==> src/logic/script_irq_pkg.sv <==
// shared constants and types of the script interrupt unit
// assumes one clock of 200 MHz and an APB register port
package script_irq_pkg;

   // ------------------------------------------------------------------
   // command codes and fields
   // ------------------------------------------------------------------
   localparam logic [7:0] OP_IRQ_ENABLE         = 8'h19;
   localparam logic [7:0] OP_IRQ_DISABLE        = 8'h1A;
   localparam logic [7:0] OP_VECTOR_BIND        = 8'h25;
   localparam logic [7:0] OP_HANDLER_RETURN     = 8'h26;
   localparam logic [7:0] OP_GLOBAL_PARAM_WRITE = 8'h09;
   localparam logic [7:0] IRQ_PARAM_BANK        = 8'h03;
   localparam logic [7:0] GLOBAL_IRQ_NUMBER     = 8'hFF;
   localparam logic [7:0] FIRST_TIMER_IRQ_NUMBER = 8'h00;

   // ------------------------------------------------------------------
   // sources
   // ------------------------------------------------------------------
   localparam int unsigned NSRC   = 11;
   localparam int unsigned NTIMER = 3;
   localparam int unsigned NPIN   = 8;
   localparam int unsigned NEDGE  = 5;
   localparam int unsigned IDX_W  = 4;
   localparam logic [IDX_W-1:0] IDX_NONE = 4'hF;
   localparam logic [7:0] SRC_NUMBER [NSRC] = '{
      8'h00, 8'h01, 8'h02, 8'h03, 8'h0F, 8'h15,
      8'h1B, 8'h1C, 8'h27, 8'h28, 8'h29};

   // ------------------------------------------------------------------
   // widths and timing
   // ------------------------------------------------------------------
   localparam int unsigned ACC_W         = 32;
   localparam int unsigned VEC_W_DEF     = 16;
   localparam int unsigned FLAG_W_DEF    = 4;
   localparam int unsigned TIMER_W       = 32;
   localparam int unsigned MS_NS         = 1000000;
   localparam int unsigned CLK_PERIOD_NS = 5;
   localparam int unsigned MS_CYCLES     = MS_NS / CLK_PERIOD_NS;

   // ------------------------------------------------------------------
   // register map
   // ------------------------------------------------------------------
   localparam int unsigned ADDR_W = 8;
   localparam logic [ADDR_W-1:0] STATUS_OFF  = 8'h00;
   localparam logic [ADDR_W-1:0] MASK_OFF    = 8'h04;
   localparam logic [ADDR_W-1:0] PENDING_OFF = 8'h08;
   localparam logic [ADDR_W-1:0] ENABLE_OFF  = 8'h0C;
   localparam int unsigned ST_W          = 4;
   localparam int unsigned ST_ENTER_BIT  = 0;
   localparam int unsigned ST_RETURN_BIT = 1;
   localparam int unsigned ST_STRAY_BIT  = 2;
   localparam int unsigned ST_BADNUM_BIT = 3;
   localparam int unsigned VALID_LSB     = 16;
   localparam int unsigned GLOBAL_BIT    = 16;
   localparam int unsigned BUSY_BIT      = 17;
   localparam logic [ST_W-1:0]    STATUS_RST   = 4'h0;
   localparam logic [ST_W-1:0]    MASK_RST     = 4'h0;
   localparam logic [TIMER_W-1:0] INTERVAL_RST = 32'h0;

   typedef enum logic [1:0] {
      ST_IDLE    = 2'b01,
      ST_HANDLER = 2'b10
   } unit_state_type;

   // interrupt number to source slot, IDX_NONE if not a source
   function automatic logic [IDX_W-1:0] num_to_idx(input logic [7:0] n);
      logic [IDX_W-1:0] r;
      r = IDX_NONE;
      for (int i = 0; i < NSRC; i++) begin
         if (SRC_NUMBER[i] == n) begin
            r = IDX_W'(i);
         end
      end
      return r;
   endfunction

endpackage

==> src/logic/vector_store.sv <==
// handler address store, one word per interrupt source
// assumes single clock; read data registered, write forwarded to read
module vector_store #(
   parameter int unsigned DEPTH = 11,
   parameter int unsigned WIDTH = 16,
   parameter int unsigned IDX_W = 4
) (
   // clock and reset
   input  wire logic             pclk,
   input  wire logic             presetn,
   // write port
   input  wire logic             wr_en,
   input  wire logic [IDX_W-1:0] wr_idx,
   input  wire logic [WIDTH-1:0] wr_data,
   // read port
   input  wire logic [IDX_W-1:0] rd_idx,
   output logic      [WIDTH-1:0] rd_data
);

   logic [WIDTH-1:0] mem [DEPTH];
   logic [WIDTH-1:0] rd_d;

   if (DEPTH > (1 << IDX_W)) begin : g_chk
      $error("vector_store: DEPTH exceeds index range");
   end

   always_comb begin
      rd_d = '0;
      if (wr_en && wr_idx == rd_idx) begin
         rd_d = wr_data;
      end else if (32'(rd_idx) < DEPTH) begin
         rd_d = mem[rd_idx];
      end
   end

   always_ff @(posedge pclk) begin
      if (wr_en && 32'(wr_idx) < DEPTH) begin
         mem[wr_idx] <= wr_data;
      end
   end

   always_ff @(posedge pclk or negedge presetn) begin
      if (!presetn) begin
         rd_data <= '0;
      end else begin
         rd_data <= rd_d;
      end
   end

endmodule

==> src/logic/script_interrupt_unit.sv <==
// interrupt unit beside a stored-program interpreter core
// assumes core on pclk, event lines asynchronous, APB register port
module script_interrupt_unit #(
   parameter int unsigned MS_CYC = script_irq_pkg::MS_CYCLES,
   parameter int unsigned VEC_W  = script_irq_pkg::VEC_W_DEF,
   parameter int unsigned FLAG_W = script_irq_pkg::FLAG_W_DEF
) (
   // clock and reset
   input  wire logic                               pclk,
   input  wire logic                               presetn,
   // apb slave
   input  wire logic                               psel,
   input  wire logic                               penable,
   input  wire logic                               pwrite,
   input  wire logic [script_irq_pkg::ADDR_W-1:0]  paddr,
   input  wire logic [31:0]                        pwdata,
   output logic      [31:0]                        prdata,
   output logic                                    pready,
   output logic                                    pslverr,
   // command strobe from the core
   input  wire logic                               cmd_valid,
   input  wire logic [7:0]                         cmd_opcode,
   input  wire logic [7:0]                         cmd_type,
   input  wire logic [7:0]                         cmd_bank,
   input  wire logic [31:0]                        cmd_value,
   // live context of the core
   input  wire logic [script_irq_pkg::ACC_W-1:0]   ctx_accu,
   input  wire logic [script_irq_pkg::ACC_W-1:0]   ctx_x,
   input  wire logic [FLAG_W-1:0]                  ctx_flags,
   input  wire logic [VEC_W-1:0]                   ctx_pc,
   // divert to handler
   output logic                                    divert_req,
   input  wire logic                               divert_ack,
   output logic      [VEC_W-1:0]                   divert_addr,
   output logic      [7:0]                         divert_number,
   // resume after handler
   output logic                                    resume_valid,
   output logic      [script_irq_pkg::ACC_W-1:0]   resume_accu,
   output logic      [script_irq_pkg::ACC_W-1:0]   resume_x,
   output logic      [FLAG_W-1:0]                  resume_flags,
   output logic      [VEC_W-1:0]                   resume_pc,
   // event lines
   input  wire logic                               pos_reached,
   input  wire logic                               load_stall,
   input  wire logic                               pos_deviation,
   input  wire logic                               stop_left,
   input  wire logic                               stop_right,
   input  wire logic [2:0]                         in_pins,
   // interrupt to the system
   output logic                                    irq_out
);

   localparam int unsigned NSRC  = script_irq_pkg::NSRC;
   localparam int unsigned IDX_W = script_irq_pkg::IDX_W;
   localparam int unsigned TW    = script_irq_pkg::TIMER_W;
   localparam int unsigned SW    = script_irq_pkg::ST_W;

   if (MS_CYC < 1 || VEC_W < 1 || VEC_W > 32 || FLAG_W < 1) begin : g_chk
      $error("script_interrupt_unit: unsupported parameter value");
   end

   // ------------------------------------------------------------------
   // command decode
   // ------------------------------------------------------------------
   logic [IDX_W-1:0] cmd_idx;
   logic             cmd_known;
   logic             cmd_global;
   logic             do_enable;
   logic             do_disable;
   logic             do_bind;
   logic             do_return;
   logic             do_param;

   assign cmd_idx    = script_irq_pkg::num_to_idx(cmd_type);
   assign cmd_known  = cmd_idx != script_irq_pkg::IDX_NONE;
   assign cmd_global = cmd_type == script_irq_pkg::GLOBAL_IRQ_NUMBER;
   assign do_enable  = cmd_valid
      && cmd_opcode == script_irq_pkg::OP_IRQ_ENABLE;
   assign do_disable = cmd_valid
      && cmd_opcode == script_irq_pkg::OP_IRQ_DISABLE;
   assign do_bind    = cmd_valid
      && cmd_opcode == script_irq_pkg::OP_VECTOR_BIND;
   assign do_return  = cmd_valid
      && cmd_opcode == script_irq_pkg::OP_HANDLER_RETURN;
   assign do_param   = cmd_valid
      && cmd_opcode == script_irq_pkg::OP_GLOBAL_PARAM_WRITE
      && cmd_bank == script_irq_pkg::IRQ_PARAM_BANK;

   // ------------------------------------------------------------------
   // event synchronisers and edge detection
   // ------------------------------------------------------------------
   logic [script_irq_pkg::NPIN-1:0] pin_raw;
   logic [script_irq_pkg::NPIN-1:0] pin_edge;
   logic [script_irq_pkg::NTIMER-1:0] timer_fire;
   logic [NSRC-1:0] events;

   assign pin_raw = {in_pins, stop_right, stop_left, pos_deviation,
                     load_stall, pos_reached};

   for (genvar i = 0; i < script_irq_pkg::NPIN; i++) begin : g_pin
      logic s1_q;
      logic s2_q;
      logic s3_q;
      always_ff @(posedge pclk or negedge presetn) begin
         if (!presetn) begin
            s1_q <= 1'b0;
            s2_q <= 1'b0;
            s3_q <= 1'b0;
         end else begin
            s1_q <= pin_raw[i];
            s2_q <= s1_q;
            s3_q <= s2_q;
         end
      end
      // status lines fire on rise, input pins on any change
      if (i < script_irq_pkg::NEDGE) begin : g_rise
         assign pin_edge[i] = s2_q & ~s3_q;
      end else begin : g_change
         assign pin_edge[i] = s2_q ^ s3_q;
      end
   end

   // slots 0-2 timers, 3.. pins in ascending interrupt number
   assign events = {pin_edge, timer_fire};

   // ------------------------------------------------------------------
   // interval timers
   // ------------------------------------------------------------------
   logic [31:0] pre_q;
   logic [31:0] pre_d;
   logic        ms_tick;

   always_comb begin
      ms_tick = pre_q == MS_CYC - 1;
      pre_d   = ms_tick ? 32'h0 : pre_q + 32'h1;
   end

   always_ff @(posedge pclk or negedge presetn) begin
      if (!presetn) begin
         pre_q <= 32'h0;
      end else begin
         pre_q <= pre_d;
      end
   end

   for (genvar t = 0; t < script_irq_pkg::NTIMER; t++) begin : g_tmr
      logic [TW-1:0] ival_q;
      logic [TW-1:0] ival_d;
      logic [TW-1:0] cnt_q;
      logic [TW-1:0] cnt_d;
      logic          fire;
      always_comb begin
         ival_d = ival_q;
         cnt_d  = cnt_q;
         fire   = 1'b0;
         if (do_param && cmd_type == 8'(t)) begin
            ival_d = cmd_value;
            cnt_d  = '0;
         end else if (ms_tick && ival_q != '0) begin
            if (cnt_q + TW'(1) >= ival_q) begin
               cnt_d = '0;
               fire  = 1'b1;
            end else begin
               cnt_d = cnt_q + TW'(1);
            end
         end
      end
      always_ff @(posedge pclk or negedge presetn) begin
         if (!presetn) begin
            ival_q <= script_irq_pkg::INTERVAL_RST;
            cnt_q  <= '0;
         end else begin
            ival_q <= ival_d;
            cnt_q  <= cnt_d;
         end
      end
      assign timer_fire[t] = fire;
   end

   // ------------------------------------------------------------------
   // source selection
   // ------------------------------------------------------------------
   logic [NSRC-1:0]  pend_q;
   logic [NSRC-1:0]  en_q;
   logic [NSRC-1:0]  valid_q;
   logic             global_q;
   script_irq_pkg::unit_state_type state_q;
   logic [IDX_W-1:0] sel_q;
   logic [NSRC-1:0]  ready_vec;
   logic             found;
   logic [IDX_W-1:0] found_idx;
   logic             accept;

   assign ready_vec = pend_q & en_q & valid_q;

   always_comb begin
      found     = 1'b0;
      found_idx = '0;
      for (int i = NSRC - 1; i >= 0; i--) begin
         if (ready_vec[i]) begin
            found     = 1'b1;
            found_idx = IDX_W'(i);
         end
      end
   end

   // request only once the vector read matches the chosen slot
   assign divert_req = state_q == script_irq_pkg::ST_IDLE
      && global_q && found && found_idx == sel_q;
   assign accept = divert_req && divert_ack;

   vector_store #(
      .DEPTH (NSRC),
      .WIDTH (VEC_W),
      .IDX_W (IDX_W)
   ) u_vectors (
      .pclk    (pclk),
      .presetn (presetn),
      .wr_en   (do_bind && cmd_known),
      .wr_idx  (cmd_idx),
      .wr_data (cmd_value[VEC_W-1:0]),
      .rd_idx  (found_idx),
      .rd_data (divert_addr)
   );

   // ------------------------------------------------------------------
   // core state: enables, pending, context
   // ------------------------------------------------------------------
   script_irq_pkg::unit_state_type state_d;
   logic [NSRC-1:0]   pend_d;
   logic [NSRC-1:0]   en_d;
   logic [NSRC-1:0]   valid_d;
   logic              global_d;
   logic [7:0]        num_d;
   logic [script_irq_pkg::ACC_W-1:0] accu_d;
   logic [script_irq_pkg::ACC_W-1:0] x_d;
   logic [FLAG_W-1:0] flags_d;
   logic [VEC_W-1:0]  pc_d;
   logic [NSRC-1:0]   take_mask;

   assign resume_valid = do_return
      && state_q == script_irq_pkg::ST_HANDLER;

   always_comb begin
      state_d   = state_q;
      en_d      = en_q;
      valid_d   = valid_q;
      global_d  = global_q;
      num_d     = script_irq_pkg::SRC_NUMBER[found_idx];
      accu_d    = resume_accu;
      x_d       = resume_x;
      flags_d   = resume_flags;
      pc_d      = resume_pc;
      take_mask = '0;
      if (accept) begin
         take_mask[sel_q] = 1'b1;
         state_d = script_irq_pkg::ST_HANDLER;
         accu_d  = ctx_accu;
         x_d     = ctx_x;
         flags_d = ctx_flags;
         pc_d    = ctx_pc;
      end
      if (resume_valid) begin
         state_d = script_irq_pkg::ST_IDLE;
      end
      // a new event wins over the clear of its pending bit
      pend_d = (pend_q & ~take_mask) | events;
      if (do_enable && cmd_global) begin
         global_d = 1'b1;
      end else if (do_enable && cmd_known) begin
         en_d[cmd_idx] = 1'b1;
      end
      if (do_disable && cmd_global) begin
         global_d = 1'b0;
      end else if (do_disable && cmd_known) begin
         en_d[cmd_idx] = 1'b0;
      end
      if (do_bind && cmd_known) begin
         valid_d[cmd_idx] = 1'b1;
      end
   end

   always_ff @(posedge pclk or negedge presetn) begin
      if (!presetn) begin
         state_q       <= script_irq_pkg::ST_IDLE;
         pend_q        <= '0;
         en_q          <= '0;
         valid_q       <= '0;
         global_q      <= 1'b0;
         sel_q         <= '0;
         divert_number <= 8'h00;
         resume_accu   <= '0;
         resume_x      <= '0;
         resume_flags  <= '0;
         resume_pc     <= '0;
      end else begin
         state_q       <= state_d;
         pend_q        <= pend_d;
         en_q          <= en_d;
         valid_q       <= valid_d;
         global_q      <= global_d;
         sel_q         <= found_idx;
         divert_number <= num_d;
         resume_accu   <= accu_d;
         resume_x      <= x_d;
         resume_flags  <= flags_d;
         resume_pc     <= pc_d;
      end
   end

   // ------------------------------------------------------------------
   // apb registers and interrupt output
   // ------------------------------------------------------------------
   logic [SW-1:0] status_q;
   logic [SW-1:0] status_d;
   logic [SW-1:0] mask_q;
   logic [SW-1:0] mask_d;
   logic [SW-1:0] st_set;
   logic [31:0]   prdata_d;
   logic          wr_acc;
   logic          mapped;

   assign pready  = 1'b1;
   assign mapped  = paddr == script_irq_pkg::STATUS_OFF
      || paddr == script_irq_pkg::MASK_OFF
      || paddr == script_irq_pkg::PENDING_OFF
      || paddr == script_irq_pkg::ENABLE_OFF;
   assign pslverr = psel && penable && !mapped;
   assign wr_acc  = psel && penable && pwrite && mapped;
   assign irq_out = |(status_q & mask_q);

   always_comb begin
      st_set = '0;
      st_set[script_irq_pkg::ST_ENTER_BIT]  = accept;
      st_set[script_irq_pkg::ST_RETURN_BIT] = resume_valid;
      st_set[script_irq_pkg::ST_STRAY_BIT]  = do_return
         && state_q != script_irq_pkg::ST_HANDLER;
      st_set[script_irq_pkg::ST_BADNUM_BIT] = (do_enable || do_disable)
         && !cmd_known && !cmd_global
         || (do_bind || do_param) && !cmd_known;
      status_d = status_q;
      mask_d   = mask_q;
      if (wr_acc && paddr == script_irq_pkg::STATUS_OFF) begin
         status_d = status_q & ~pwdata[SW-1:0];
      end else if (wr_acc && paddr == script_irq_pkg::MASK_OFF) begin
         mask_d = pwdata[SW-1:0];
      end
      status_d = status_d | st_set;
      prdata_d = prdata;
      if (psel && !penable) begin
         prdata_d = 32'h0;
         if (paddr == script_irq_pkg::STATUS_OFF) begin
            prdata_d[SW-1:0] = status_q;
         end else if (paddr == script_irq_pkg::MASK_OFF) begin
            prdata_d[SW-1:0] = mask_q;
         end else if (paddr == script_irq_pkg::PENDING_OFF) begin
            prdata_d[NSRC-1:0] = pend_q;
            prdata_d[script_irq_pkg::VALID_LSB +: NSRC] = valid_q;
         end else if (paddr == script_irq_pkg::ENABLE_OFF) begin
            prdata_d[NSRC-1:0] = en_q;
            prdata_d[script_irq_pkg::GLOBAL_BIT] = global_q;
            prdata_d[script_irq_pkg::BUSY_BIT] =
               state_q == script_irq_pkg::ST_HANDLER;
         end
      end
   end

   always_ff @(posedge pclk or negedge presetn) begin
      if (!presetn) begin
         status_q <= script_irq_pkg::STATUS_RST;
         mask_q   <= script_irq_pkg::MASK_RST;
         prdata   <= 32'h0;
      end else begin
         status_q <= status_d;
         mask_q   <= mask_d;
         prdata   <= prdata_d;
      end
   end

endmodule

==> config.mk <==
export PLATFORM = sky130hd
export DESIGN_NAME = script_interrupt_unit
export DESIGN_NICKNAME = d
export VERILOG_FILES = /design/src/logic/script_irq_pkg.sv /design/src/logic/vector_store.sv /design/src/logic/script_interrupt_unit.sv
export SDC_FILE = /design/constraint.sdc
export NUM_CORES = 1
export LEC_CHECK = 0
export ABC_AREA = 1
export ABC_CLOCK_PERIOD_IN_PS = 8500
export BUFFER_PORTS_ARGS = -buffer_cell sky130_fd_sc_hd__buf_2
export CAP_MARGIN = 20
export CORE_MARGIN = 2
export CORE_UTILIZATION = 45
export DETAILED_ROUTE_END_ITERATION = 16
export SLEW_MARGIN = 30
export SYNTH_ARGS = -nofsm -noshare
export SYNTH_HDL_FRONTEND = slang
export SYNTH_SLANG_ARGS = --single-unit
==> constraint.sdc <==
create_clock -name pclk -period 8.5 [get_ports pclk]
set_input_delay 1.275 -clock pclk [delete_from_list [all_inputs] [get_ports pclk]]
set_output_delay 1.275 -clock pclk [all_outputs]
set_load 0.02 [all_outputs]
# Yosys cells after proc, flatten, opt, wreduce, memory -nomap -nowiden
# Memory sizes are Yosys's and may differ from the RTL's. A register that Yosys moved wholly into a read port is not among the register bits.
# Cells that the tools add are included.
word_totals:
  register_bits: 402
  ram_bits: 176
  romBits: 128
  input_bits: 195
  output_inout_bits: 145
  wordCells: 253
  memories: 2
op_classes:
  n_addsub: 4
  n_lt_le_gt_ge: 8
  n_eq_ne: 28
  muxes: 79
  n_bitwise: 28
  n_reduce_logical: 60
mem_list:
  columns: ["memory", "depth", "word_bits", "read_ports", "rd_ports_with_merged_regs", "write_ports", "line", "text"]
  rows:
  - ["u_vectors.mem", 11, 16, 1, 1, 1, "vector_store.sv:20", "logic [WIDTH-1:0] mem [DEPTH];"]
  - ["(name not given)", 16, 8, 1, 1, 0, "script_interrupt_unit.sv:249", "num_d = script_irq_pkg::SRC_NUMBER[found_idx];"]
ops:
  columns: ["cell", "count"]
  rows:
  - ["32-bit 2-to-1 mux", 10]
  - ["32-bit by 1-bit adder with 32-bit output, second input constant", 4]
  - ["4-bit 2-to-1 mux", 25]
  - ["11-bit 2-to-1 mux", 9]
  - ["32-bit >= comparator", 3]
  - ["32-bit nonzero test", 3]
  - ["11-bit AND", 4]
  - ["1-bit logical AND", 36]
  - ["11-bit bitwise OR", 3]
  - ["32-bit by 18-bit equality test with 1-bit output, second input constant", 1]
  - ["1-bit 2-to-1 mux", 26]
  - ["5-bit by 8-bit equality test with 1-bit output, first input constant", 3]
  - ["6-bit by 8-bit equality test with 1-bit output, first input constant", 3]
  - ["8-bit by 4-bit equality test with 1-bit output, second input constant", 3]
  - ["11-bit NOT", 2]
  - ["2-bit by 8-bit equality test with 1-bit output, first input constant", 2]
  - ["8-bit by 2-bit equality test with 1-bit output, second input constant", 2]
  - ["8-bit by 5-bit equality test with 1-bit output, second input constant", 2]
  - ["8-bit by 6-bit equality test with 1-bit output, second input constant", 2]
  - ["8-bit logical NOT", 2]
  - ["7-bit 2-to-1 mux", 2]
  - ["4-bit by 5-bit less-than comparator with 1-bit output, second input constant", 2]
  - ["2-bit nonzero test", 5]
  - ["9-bit 2-to-1 mux", 1]
  - ["other kinds (25)", 52]

# Depth between registers and ports, before layout
# Gate-level depths: netlist of run 1.
logic_depth:
  ltp_word: 22
  ltp_mapped: 25
  ltp_nobuf: 24

# Cells and area by module
# A second synthesis of run 1 with hierarchy kept.
unflattened:
  hier_cells: 3529
  hier_area_um2: 30217.7
by_module_without_submodules:
  columns: ["mod", "instances", "cells_per_inst", "area_per_inst_um2", "seq_area_each_um2"]
  rows:
  - ["script_interrupt_unit", 1, 2774, 22205.0, 10186.0]
  - ["vector_store", 1, 755, 8012.7, 5685.5]

# Least setup slack after synthesis of run 1
# No wires, ideal clock.
synth_path:
  kind: "input-to-reg"
  startpoint: "input port cmd_type[7]"
  endpoint: "memory u_vectors.mem[3][0], enable pin"
  setup_ps: 388
  t_arrival_ps: 3130
  t_required_ps: 8112
  setup_slack_ps: 4982
  stages: 12
  path_buffers: 1
  path_cell_list: "nor2_2 nand2_1 nor2_2 nand3_1 nand2_1 nor2_1 nand2_1 nor2_1 nor2_2 inv_1 clkbuf_1 nor2_1"
synth_between:
  elab_chain_len: 17
  word_cells_on_any_way: 28
  cone_classes: "order compare (1); eq/ne (11); mux (13); reduce/logical (3)"
synth_rtl:
  columns: ["item", "line", "text"]
  rows:
  - ["start: declaration", "script_interrupt_unit.sv:23", "input wire logic [7:0] cmd_type,"]
  - ["8-bit logical NOT", "script_irq_pkg.sv:71", "if (SRC_NUMBER[i] == n) begin"]
  - ["4-bit 2-to-1 mux (10 in a row)", "script_irq_pkg.sv:71", null]
  - ["4-bit 2-to-1 mux *", "script_irq_pkg.sv:71", null]
  - ["branches (longest 5 deep; another with 4-bit less-than comparator)", null, null]
  - ["end: declaration", "vector_store.sv:20", null]
# Mark *: on every way between the ends.

# Worst setup path after layout of run 1
layout_path:
  startpoint: "register en_q[8]"
  endpoint: "output port divert_req"
layout_between:
  elab_chain_len: 13
  word_cells_on_any_way: 23
  cone_classes: "eq/ne (1); mux (18); bitwise (2); reduce/logical (2)"
layout_rtl:
  columns: ["item", "line", "text"]
  rows:
  - ["start: declaration", "script_interrupt_unit.sv:184", "logic [NSRC-1:0] en_q;"]
  - ["start signal: assignment", "script_interrupt_unit.sv:299", "en_q <= en_d;"]
  - ["11-bit AND (2 in a row)", "script_interrupt_unit.sv:194", "assign ready_vec = pend_q & en_q & valid_q;"]
  - ["4-bit 2-to-1 mux (9 in a row)", "script_interrupt_unit.sv:200", "if (ready_vec[i]) begin"]
  - ["net found_idx[0]", "script_interrupt_unit.sv:191", "logic [IDX_W-1:0] found_idx;"]
  - ["4-bit equality test", "script_interrupt_unit.sv:209", "&& global_q && found && found_idx == sel_q;"]
  - ["1-bit logical AND", "script_interrupt_unit.sv:209", null]
  - ["end: declaration", "script_interrupt_unit.sv:32", "output logic divert_req,"]
# The timed path passes the listed nets, and every way through them passes these cells.

==> impl_metrics.py, run 1 <==
metrics = {
    "setup_path": {
        "crit_fanout": 83,
        "crit_type": "flop to output port",
        "r2r_cells": 20,
        "ff2ff_setup_slack_ns": 3.66,
        "endpoint_kind": "output port",
        "startpoint_type": "flop",
        "cp.arrival_ns": 4.00,
        "cp.required_ns": 7.22,
    },
    "logic_synthesis": {
        "synth-main-ff-cell": "dfrtp_1",
        "async_reset_ff_share_pct": 70.6,
        "postSynthAreaPerCell_um2": 8.67,
        "synth_edf_count": 176,
        "synth.distinct_cells": 53,
        "syn_area_mm2": 0.0298,
        "yosys_register_bits": 599,
        "synth_cells": 3435,
        "synth_warnings": 0,
        "seq_area_frac_synth_pct": 53.3,
    },
    "placement": {
        "portBuffers": 298,
        "gp_congestion": 0.876,
        "dp.cells": 4496,
        "hpwlAfterDp_um": 54500,
    },
    "sta": {
        "holdWs_ns": 0.346,
        "worst-slew-pin-transition_ns": 0.979,
        "finalSetupViolCount": 0,
        "skew_ns": 0.0185,
        "fin_setup_tns_ns": 0,
        "slew_headroom_pct": 34.7,
        "drv_slew": 0,
        "hold_violations": 0,
        "final.min_clock_period_ns": 5.27,
        "post-route-period-util_pct": 62.0,
        "max_freq_mhz": 190,
        "rsz0062_at_grt": "false",
    },
    "die": {
        "initial_utilization_pct": 45.4,
        "die_x_um": 261,
        "dieArea_mm2": 0.0683,
        "num_rows": 94,
        "pin_count": 340,
        "core_mm2": 0.0656,
        "fp.dieH_um": 261,
    },
    "route": {
        "via_count": 23500,
        "firstDrtPassIters": 5,
        "routed_via_density": 5.09,
        "drt_iter0_drc": 1786,
        "drc": 0,
        "wirelength_um": 80100,
        "wire_per_inst_um": 17.3,
        "ant_nets": 0,
    },
    "grt": {
        "grt_antenna_before_repair": 8,
        "grt_pass1_vias": 22100,
        "overflow": 0,
        "grt_start_max_net_pins": 130,
        "gr-usage-all-layers_pct": 23.4,
        "grt_first_pass_wirelength_um": 125000,
    },
    "pwr": {
        "power_frac_comb_pct": 2.6,
        "leakagePower_nw": 16.9,
        "switchingPower_mw": 1.33,
        "ir_drop_mv": 0.154,
        "clkPwrFrac_pct": 48.1,
        "internal-power_mw": 4.72,
        "swShare_pct": 21.9,
        "powerDensity_mw_per_mm2": 176,
        "p_seq_share_pct": 49.4,
    },
    "final_layout": {
        "area_delta_synth_final_pct": 15.3,
        "layout.nets": 3999,
        "stdcell_count": 4626,
        "fill_cells": 6214,
        "ff_latch_area_mm2": 0.0159,
        "multiInputGateArea_mm2": 0.0116,
        "drive_gt1_share_pct": 13.7,
    },
    "clock_network": {
        "cts_tree": "yes",
        "cts_buffers": 68,
        "clk_pin_slew_worst_paths_ns": 0.05,
        "cts_resized": 0,
        "cts_sinks": 599,
        "hold_buffers": 0,
        "clk_latency_ns": 0.61,
        "cts.path.max_buffers": 3,
        "postCtsSetupBuffers": 0,
        "cts-root-buf": "clkbuf_16",
        "h-tree-depth": 3,
    },
    "status": {
        "outcome": "finished clean",
    },
    "min_path": {
        "hp-class": "flop to flop",
        "hold_depth": 0,
    },
    "flow_run": {
        "drv_cap": 0,
    },
}
## cells by family after synthesis
group,share of synthesized area [%]
AO/OA/AOI/OAI,6.59
XOR/XNOR,3.12
adder cells (fa/ha/maj),4.20
buffers and inverters,8.30
flip-flops,53.3
other,0.0252
AND/OR/NAND/NOR,24.5
## flip-flops by register name, summed over array words and instances (netlist names), 2 cells and up
| register | flops |
|---|---|
| u_vectors.mem | 176 |
| prdata | 22 |
| pre_q | 32 |
| divert_number | 6 |
| resume_pc | 16 |
| resume_x | 32 |
| resume_flags | 4 |
| sel_q | 3 |
| valid_q | 11 |
| en_q | 11 |
| g_pin.s2_q | 8 |
| u_vectors.rd_data | 16 |
| g_pin.s1_q | 8 |
| resume_accu | 32 |
| g_pin.s3_q | 8 |
| g_tmr.ival_q | 96 |
| pend_q | 11 |
| status_q | 4 |
| g_tmr.cnt_q | 96 |
| mask_q | 4 |
| state_q | 2 |
## routing by layer
metal	vias up	track usage, %	share of wire (%)	wire [um]
met1	11100	33.0	46	36700
met3	108	3.26	5.0	3990
li1	11800	-	-	-
met5	-	0	0.047	38
met4	6	6.50	2.0	1620
met2	538	37.7	47	37800
## path summary, 6_finish.rpt
path	from	endpoint
hold reg to reg	g_pin[6].s1_q	g_pin[6].s2_q
hold / removal	g_pin[6].s1_q	g_pin[6].s2_q
max in group asynchronous	presetn	resume_accu[16]
setup / recovery	en_q[8]	divert_req
min in group asynchronous	presetn	g_pin[4].s3_q
setup reg to reg	g_tmr[0].cnt_q[0]	g_tmr[0].cnt_q[7]
## worst max-delay path, cell delays in order (launching register included)
cell      delay, ns
dfrtp_1        0.37
nand3_1        0.13
nand2_1        0.10
nand2_1        0.05
nand2_1        0.07
nand2_1        0.05
nand2_1        0.07
nand2_1        0.05
nand2_1        0.06
nand2_2        0.04
buf_4          0.34
nand2_2        0.14
buf_4          0.74
clkinv_1       0.47
nor2_2         0.31
nor2_8         0.16
buf_2          0.21
## cells in the mapped netlist (25+ instances only)
library cell | count | area [um2]
buf_2 | 35 | 175
xor2_1 | 96 | 841
nor2_1 | 181 | 679
nand3_1 | 376 | 1880
nor3_1 | 69 | 345
nand4_1 | 66 | 413
o21ai_0 | 205 | 1030
ha_1 | 100 | 1250
dfrtp_1 | 422 | 10600
inv_1 | 454 | 1700
o22ai_1 | 25 | 156
nor4_1 | 39 | 244
nand2_1 | 845 | 3170
a21oi_1 | 87 | 435
edfxtp_1 | 176 | 5290
clkbuf_1 | 71 | 267
## area by class of cell
type	count	area share, %
Sequential cell	599	46.2
Antenna cell	7	0.0510
Multi-Input combinational cell	2230	33.7
Timing Repair Buffer	329	5.22
Tap cell	864	3.15
Clock inverter	26	0.845
Inverter	476	5.20
Clock buffer	95	5.63
## cell usage in the layout, fill, tap and decap left out, drive strengths merged, types with 39 or more instances in the layout
cell and n:
nand2 849, inv 474, dfrtp 422, nand3 381, buf 329, o21ai 223, nor2 201, edfxtp 176
ha 100, xor2 96, clkbuf 95, a21oi 87, nor3 79, nand4 67, nor4 39
## power groups by stage
stage,combinational (mW),sequential [mW],clock (mW)
3_5_place_dp,0.158,3.04,0
4_1_cts,0.159,2.98,2.97
3_3_place_gp,0.158,3.04,0
2_1_floorplan,0.0408,3.04,0
5_1_grt,0.177,2.98,3.08
6_report,0.156,2.98,2.90
## metrics by stage
stage               instance area [um2]  util (%)  total power, mW  setup WS [ns]
global placement                  32000      48.8             3.19           3.55
floorplan                         29800         -             3.08           4.98
finish                            34300      52.3             6.04           3.23
CTS                               34300      52.2             6.11           2.89
detailed placement                32000      48.8             3.19           3.54
global route                      34300      52.3             6.24           2.85
Note: power is estimated with default switching activity, not from simulation.
==> inputs of run 2 (changes only) <==
Settings changed: ABC_AREA 1 to 0, ABC_CLOCK_PERIOD_IN_PS 8500 to 5100.
Clock period 8.5 ns to 5.1 ns, I/O delays scaled along.
==> impl_metrics.py, run 2 <==
metrics = {
    "sta": {
        "fin_setup_tns_ns": 0,
        "slew_headroom_pct": 39.9,
        "skew_ns": 0.0314,
        "worst-slew-pin-transition_ns": 0.898,
        "hold_violations": 0,
        "holdWs_ns": 0.232,
        "rsz0062_at_grt": "false",
        "final.min_clock_period_ns": 4.34,
        "setup_ws_ns": 0.762,
        "max_freq_mhz": 231,
        "drv_slew": 0,
        "finalSetupViolCount": 0,
        "post-route-period-util_pct": 85.1,
    },
    "final_layout": {
        "multiInputGateArea_mm2": 0.0113,
        "stdcell_count": 3770,
        "reg.largest.list": "u_vectors.mem (176), g_tmr.cnt_q (96), g_tmr.ival_q (96)",
        "fin_util_pct": 53.3,
        "final_common_cell": "nand2_1",
        "area_delta_synth_final_pct": 17.1,
        "largest_reg_flops": 176,
        "drive_gt1_share_pct": 21.0,
        "fin_area_mm2": 0.0329,
        "ff_latch_area_mm2": 0.0159,
        "fill_cells": 5398,
        "layout_common_cells": "nand2_1 (427), dfrtp_1 (422), buf_2 (297)",
        "regMostFlops": "u_vectors.mem",
        "layout.nets": 3171,
    },
    "setup_path": {
        "slowest_delay_ns": 0.52,
        "endpoint_kind": "flop",
        "crit_path_cell_trace": "nand3_1, or3_1, or3_1, nor3_2, and3_1, nand2b_1, nand2_1, ha_1, a21o_1, a21o_1, a21oi_1, o21ai_0, nor4_2, a21bo_4, or3_1, o211ai_1",
        "cp_num_buf_inv": 0,
        "cp.required_ns": 5.63,
        "crit_type": "flop to flop",
        "critPathTopFamily": "simple AND/OR/NAND/NOR gates",
        "crit_fanout": 33,
        "cp.depth": 16,
        "startpoint_type": "flop",
        "r2r_cells": 16,
        "cp.arrival_ns": 4.86,
        "cp_common_cell": "or3_1",
        "crit_slowest_cell": "or3_1",
    },
    "die": {
        "num_rows": 91,
        "pin_count": 340,
        "fp.dieH_um": 254,
        "die_x_um": 254,
        "core_mm2": 0.0617,
        "dieArea_mm2": 0.0645,
        "initial_utilization_pct": 45.6,
    },
    "placement": {
        "portBuffers": 298,
        "hpwlAfterDp_um": 48100,
        "dp.cells": 3643,
        "dp_slack_ns": 0.771,
        "dpl-instance-area_mm2": 0.0306,
        "gp_congestion": 0.833,
    },
    "status": {
        "outcome": "finished clean",
    },
    "logic_synthesis": {
        "async_reset_ff_share_pct": 70.6,
        "synth_edf_count": 176,
        "syn_area_mm2": 0.0281,
        "synth_cells": 2568,
        "synth.distinct_cells": 72,
        "postSynthAreaPerCell_um2": 10.9,
        "synth.area.mux_share_pct": 6.08,
        "synth_top_cell_by_area": "dfrtp_1",
        "synth_common_cells": "nand2_1 (427), dfrtp_1 (422), edfxtp_1 (176)",
        "ys_top_cells_by_area": "dfrtp_1 (38%), edfxtp_1 (19%), nand2_1 (5.7%), ha_1 (4.4%), mux2_2 (3.0%)",
        "synth_simple_gate_area_share_pct": 16.3,
        "seq_area_frac_synth_pct": 56.4,
        "synth_top_area_share_pct": 37.6,
        "synth_top_family_by_area": "simple AND/OR/NAND/NOR gates",
        "yosys_register_bits": 599,
        "synth-main-ff-cell": "dfrtp_1",
        "synth_compound_area_share_pct": 9.97,
        "synth_xor_area_share_pct": 2.99,
        "synth_warnings": 0,
        "yosysMostFrequentCell": "nand2_1",
        "synth_fa_ha_area_share_pct": 4.45,
    },
    "clock_network": {
        "h-tree-depth": 3,
        "cts_resized": 0,
        "clk_latency_ns": 0.61,
        "cts.path.max_buffers": 3,
        "cts_buffers": 68,
        "cts_sinks": 599,
        "clk_pin_slew_worst_paths_ns": 0.06,
        "cts-root-buf": "clkbuf_16",
        "hold_buffers": 0,
        "cts_tree": "yes",
        "postCtsSetupBuffers": 0,
    },
    "grt": {
        "grt_first_pass_wirelength_um": 109000,
        "overflow": 0,
        "grt_use_met2_pct": 36.2,
        "grtUsageMet3_pct": 3.22,
        "gr-usage-all-layers_pct": 21.3,
        "use_met1_pct": 28.3,
        "grt_start_max_net_pins": 113,
        "top_usage_layer": "met2",
        "grt_pass1_vias": 20100,
        "grt_antenna_before_repair": 3,
    },
    "pwr": {
        "power_frac_comb_pct": 2.5,
        "swShare_pct": 21.6,
        "ir_drop_mv": 0.213,
        "switchingPower_mw": 2.21,
        "leakagePower_nw": 16.2,
        "p_seq_share_pct": 48.5,
        "powerDensity_mw_per_mm2": 311,
        "clkPwrFrac_pct": 49.0,
        "finalPower_mw": 10.3,
        "internal-power_mw": 8.04,
    },
    "route": {
        "wire_per_inst_um": 18.3,
        "drt_iter0_drc": 1288,
        "drc": 0,
        "ant_nets": 0,
        "firstDrtPassIters": 7,
        "routed_via_density": 5.39,
        "via_count": 20300,
        "wirelength_um": 68900,
    },
    "flow_run": {
        "drv_cap": 0,
    },
    "min_path": {
        "hp-class": "primary input to async pin",
    },
}
-- run 2: power groups by stage --
stage	clock, mW	combinational, mW	sequential [mW]
after global routing	5.34	0.282	4.97
after floorplan	0	0.0652	5.06
final	5.03	0.253	4.97
after CTS	5.15	0.259	4.97
after global placement	0	0.252	5.06
after detailed placement	0	0.258	5.06
-- run 2: metal layers --
metal	part of all wire, %	up-vias
met5	0.048	-
met4	2.0	4
met3	5.6	97
met2	48	559
met1	44	10000
li1	-	9640
-- run 2: area by class of cell --
| type | count | share of cell area, % |
|---|---|---|
| sequential | 599 | 48.2 |
| clock buffer | 86 | 5.71 |
| antenna | 1 | 0.00760 |
| tap | 837 | 3.18 |
| timing repair buffer | 337 | 5.57 |
| clock inverter | 40 | 1.40 |
| inverter | 129 | 1.47 |
| multi-input combinational | 1741 | 34.4 |
-- run 2: kinds of logic (layout without fill, tap and decap cells) --
family | count (synthesis) | after routing
buf+inv | 239 | 592
mux | 136 | 136
other cells | 2 | 14
xor+xnor | 96 | 96
simple gates | 943 | 943
compound gates | 453 | 453
flops | 599 | 599
fa+ha+maj | 100 | 100
-- run 2: worst paths after layout --
kind,end,slack [ns],from
min reg2reg,g_pin[2].s2_q,0.34,g_pin[2].s1_q
max,g_tmr[2].cnt_q[30],0.76,g_tmr[2].cnt_q[0]
max in group asynchronous,g_tmr[0].cnt_q[26],3.58,presetn
min in group pclk,g_pin[6].s1_q,0.26,in_pins[1]
max reg2reg,g_tmr[2].cnt_q[30],0.76,g_tmr[2].cnt_q[0]
min,prdata[10],0.23,presetn
-- run 2: worst register-to-register path, delay by kind of cell, from the launching register on --
kind / cells / cell delay, ns
flip-flops: 1 / 0.42
AO/OA/AOI/OAI: 6 / 1.09
adder cells (fa/ha/maj): 1 / 0.28
AND/OR/NAND/NOR: 9 / 2.47
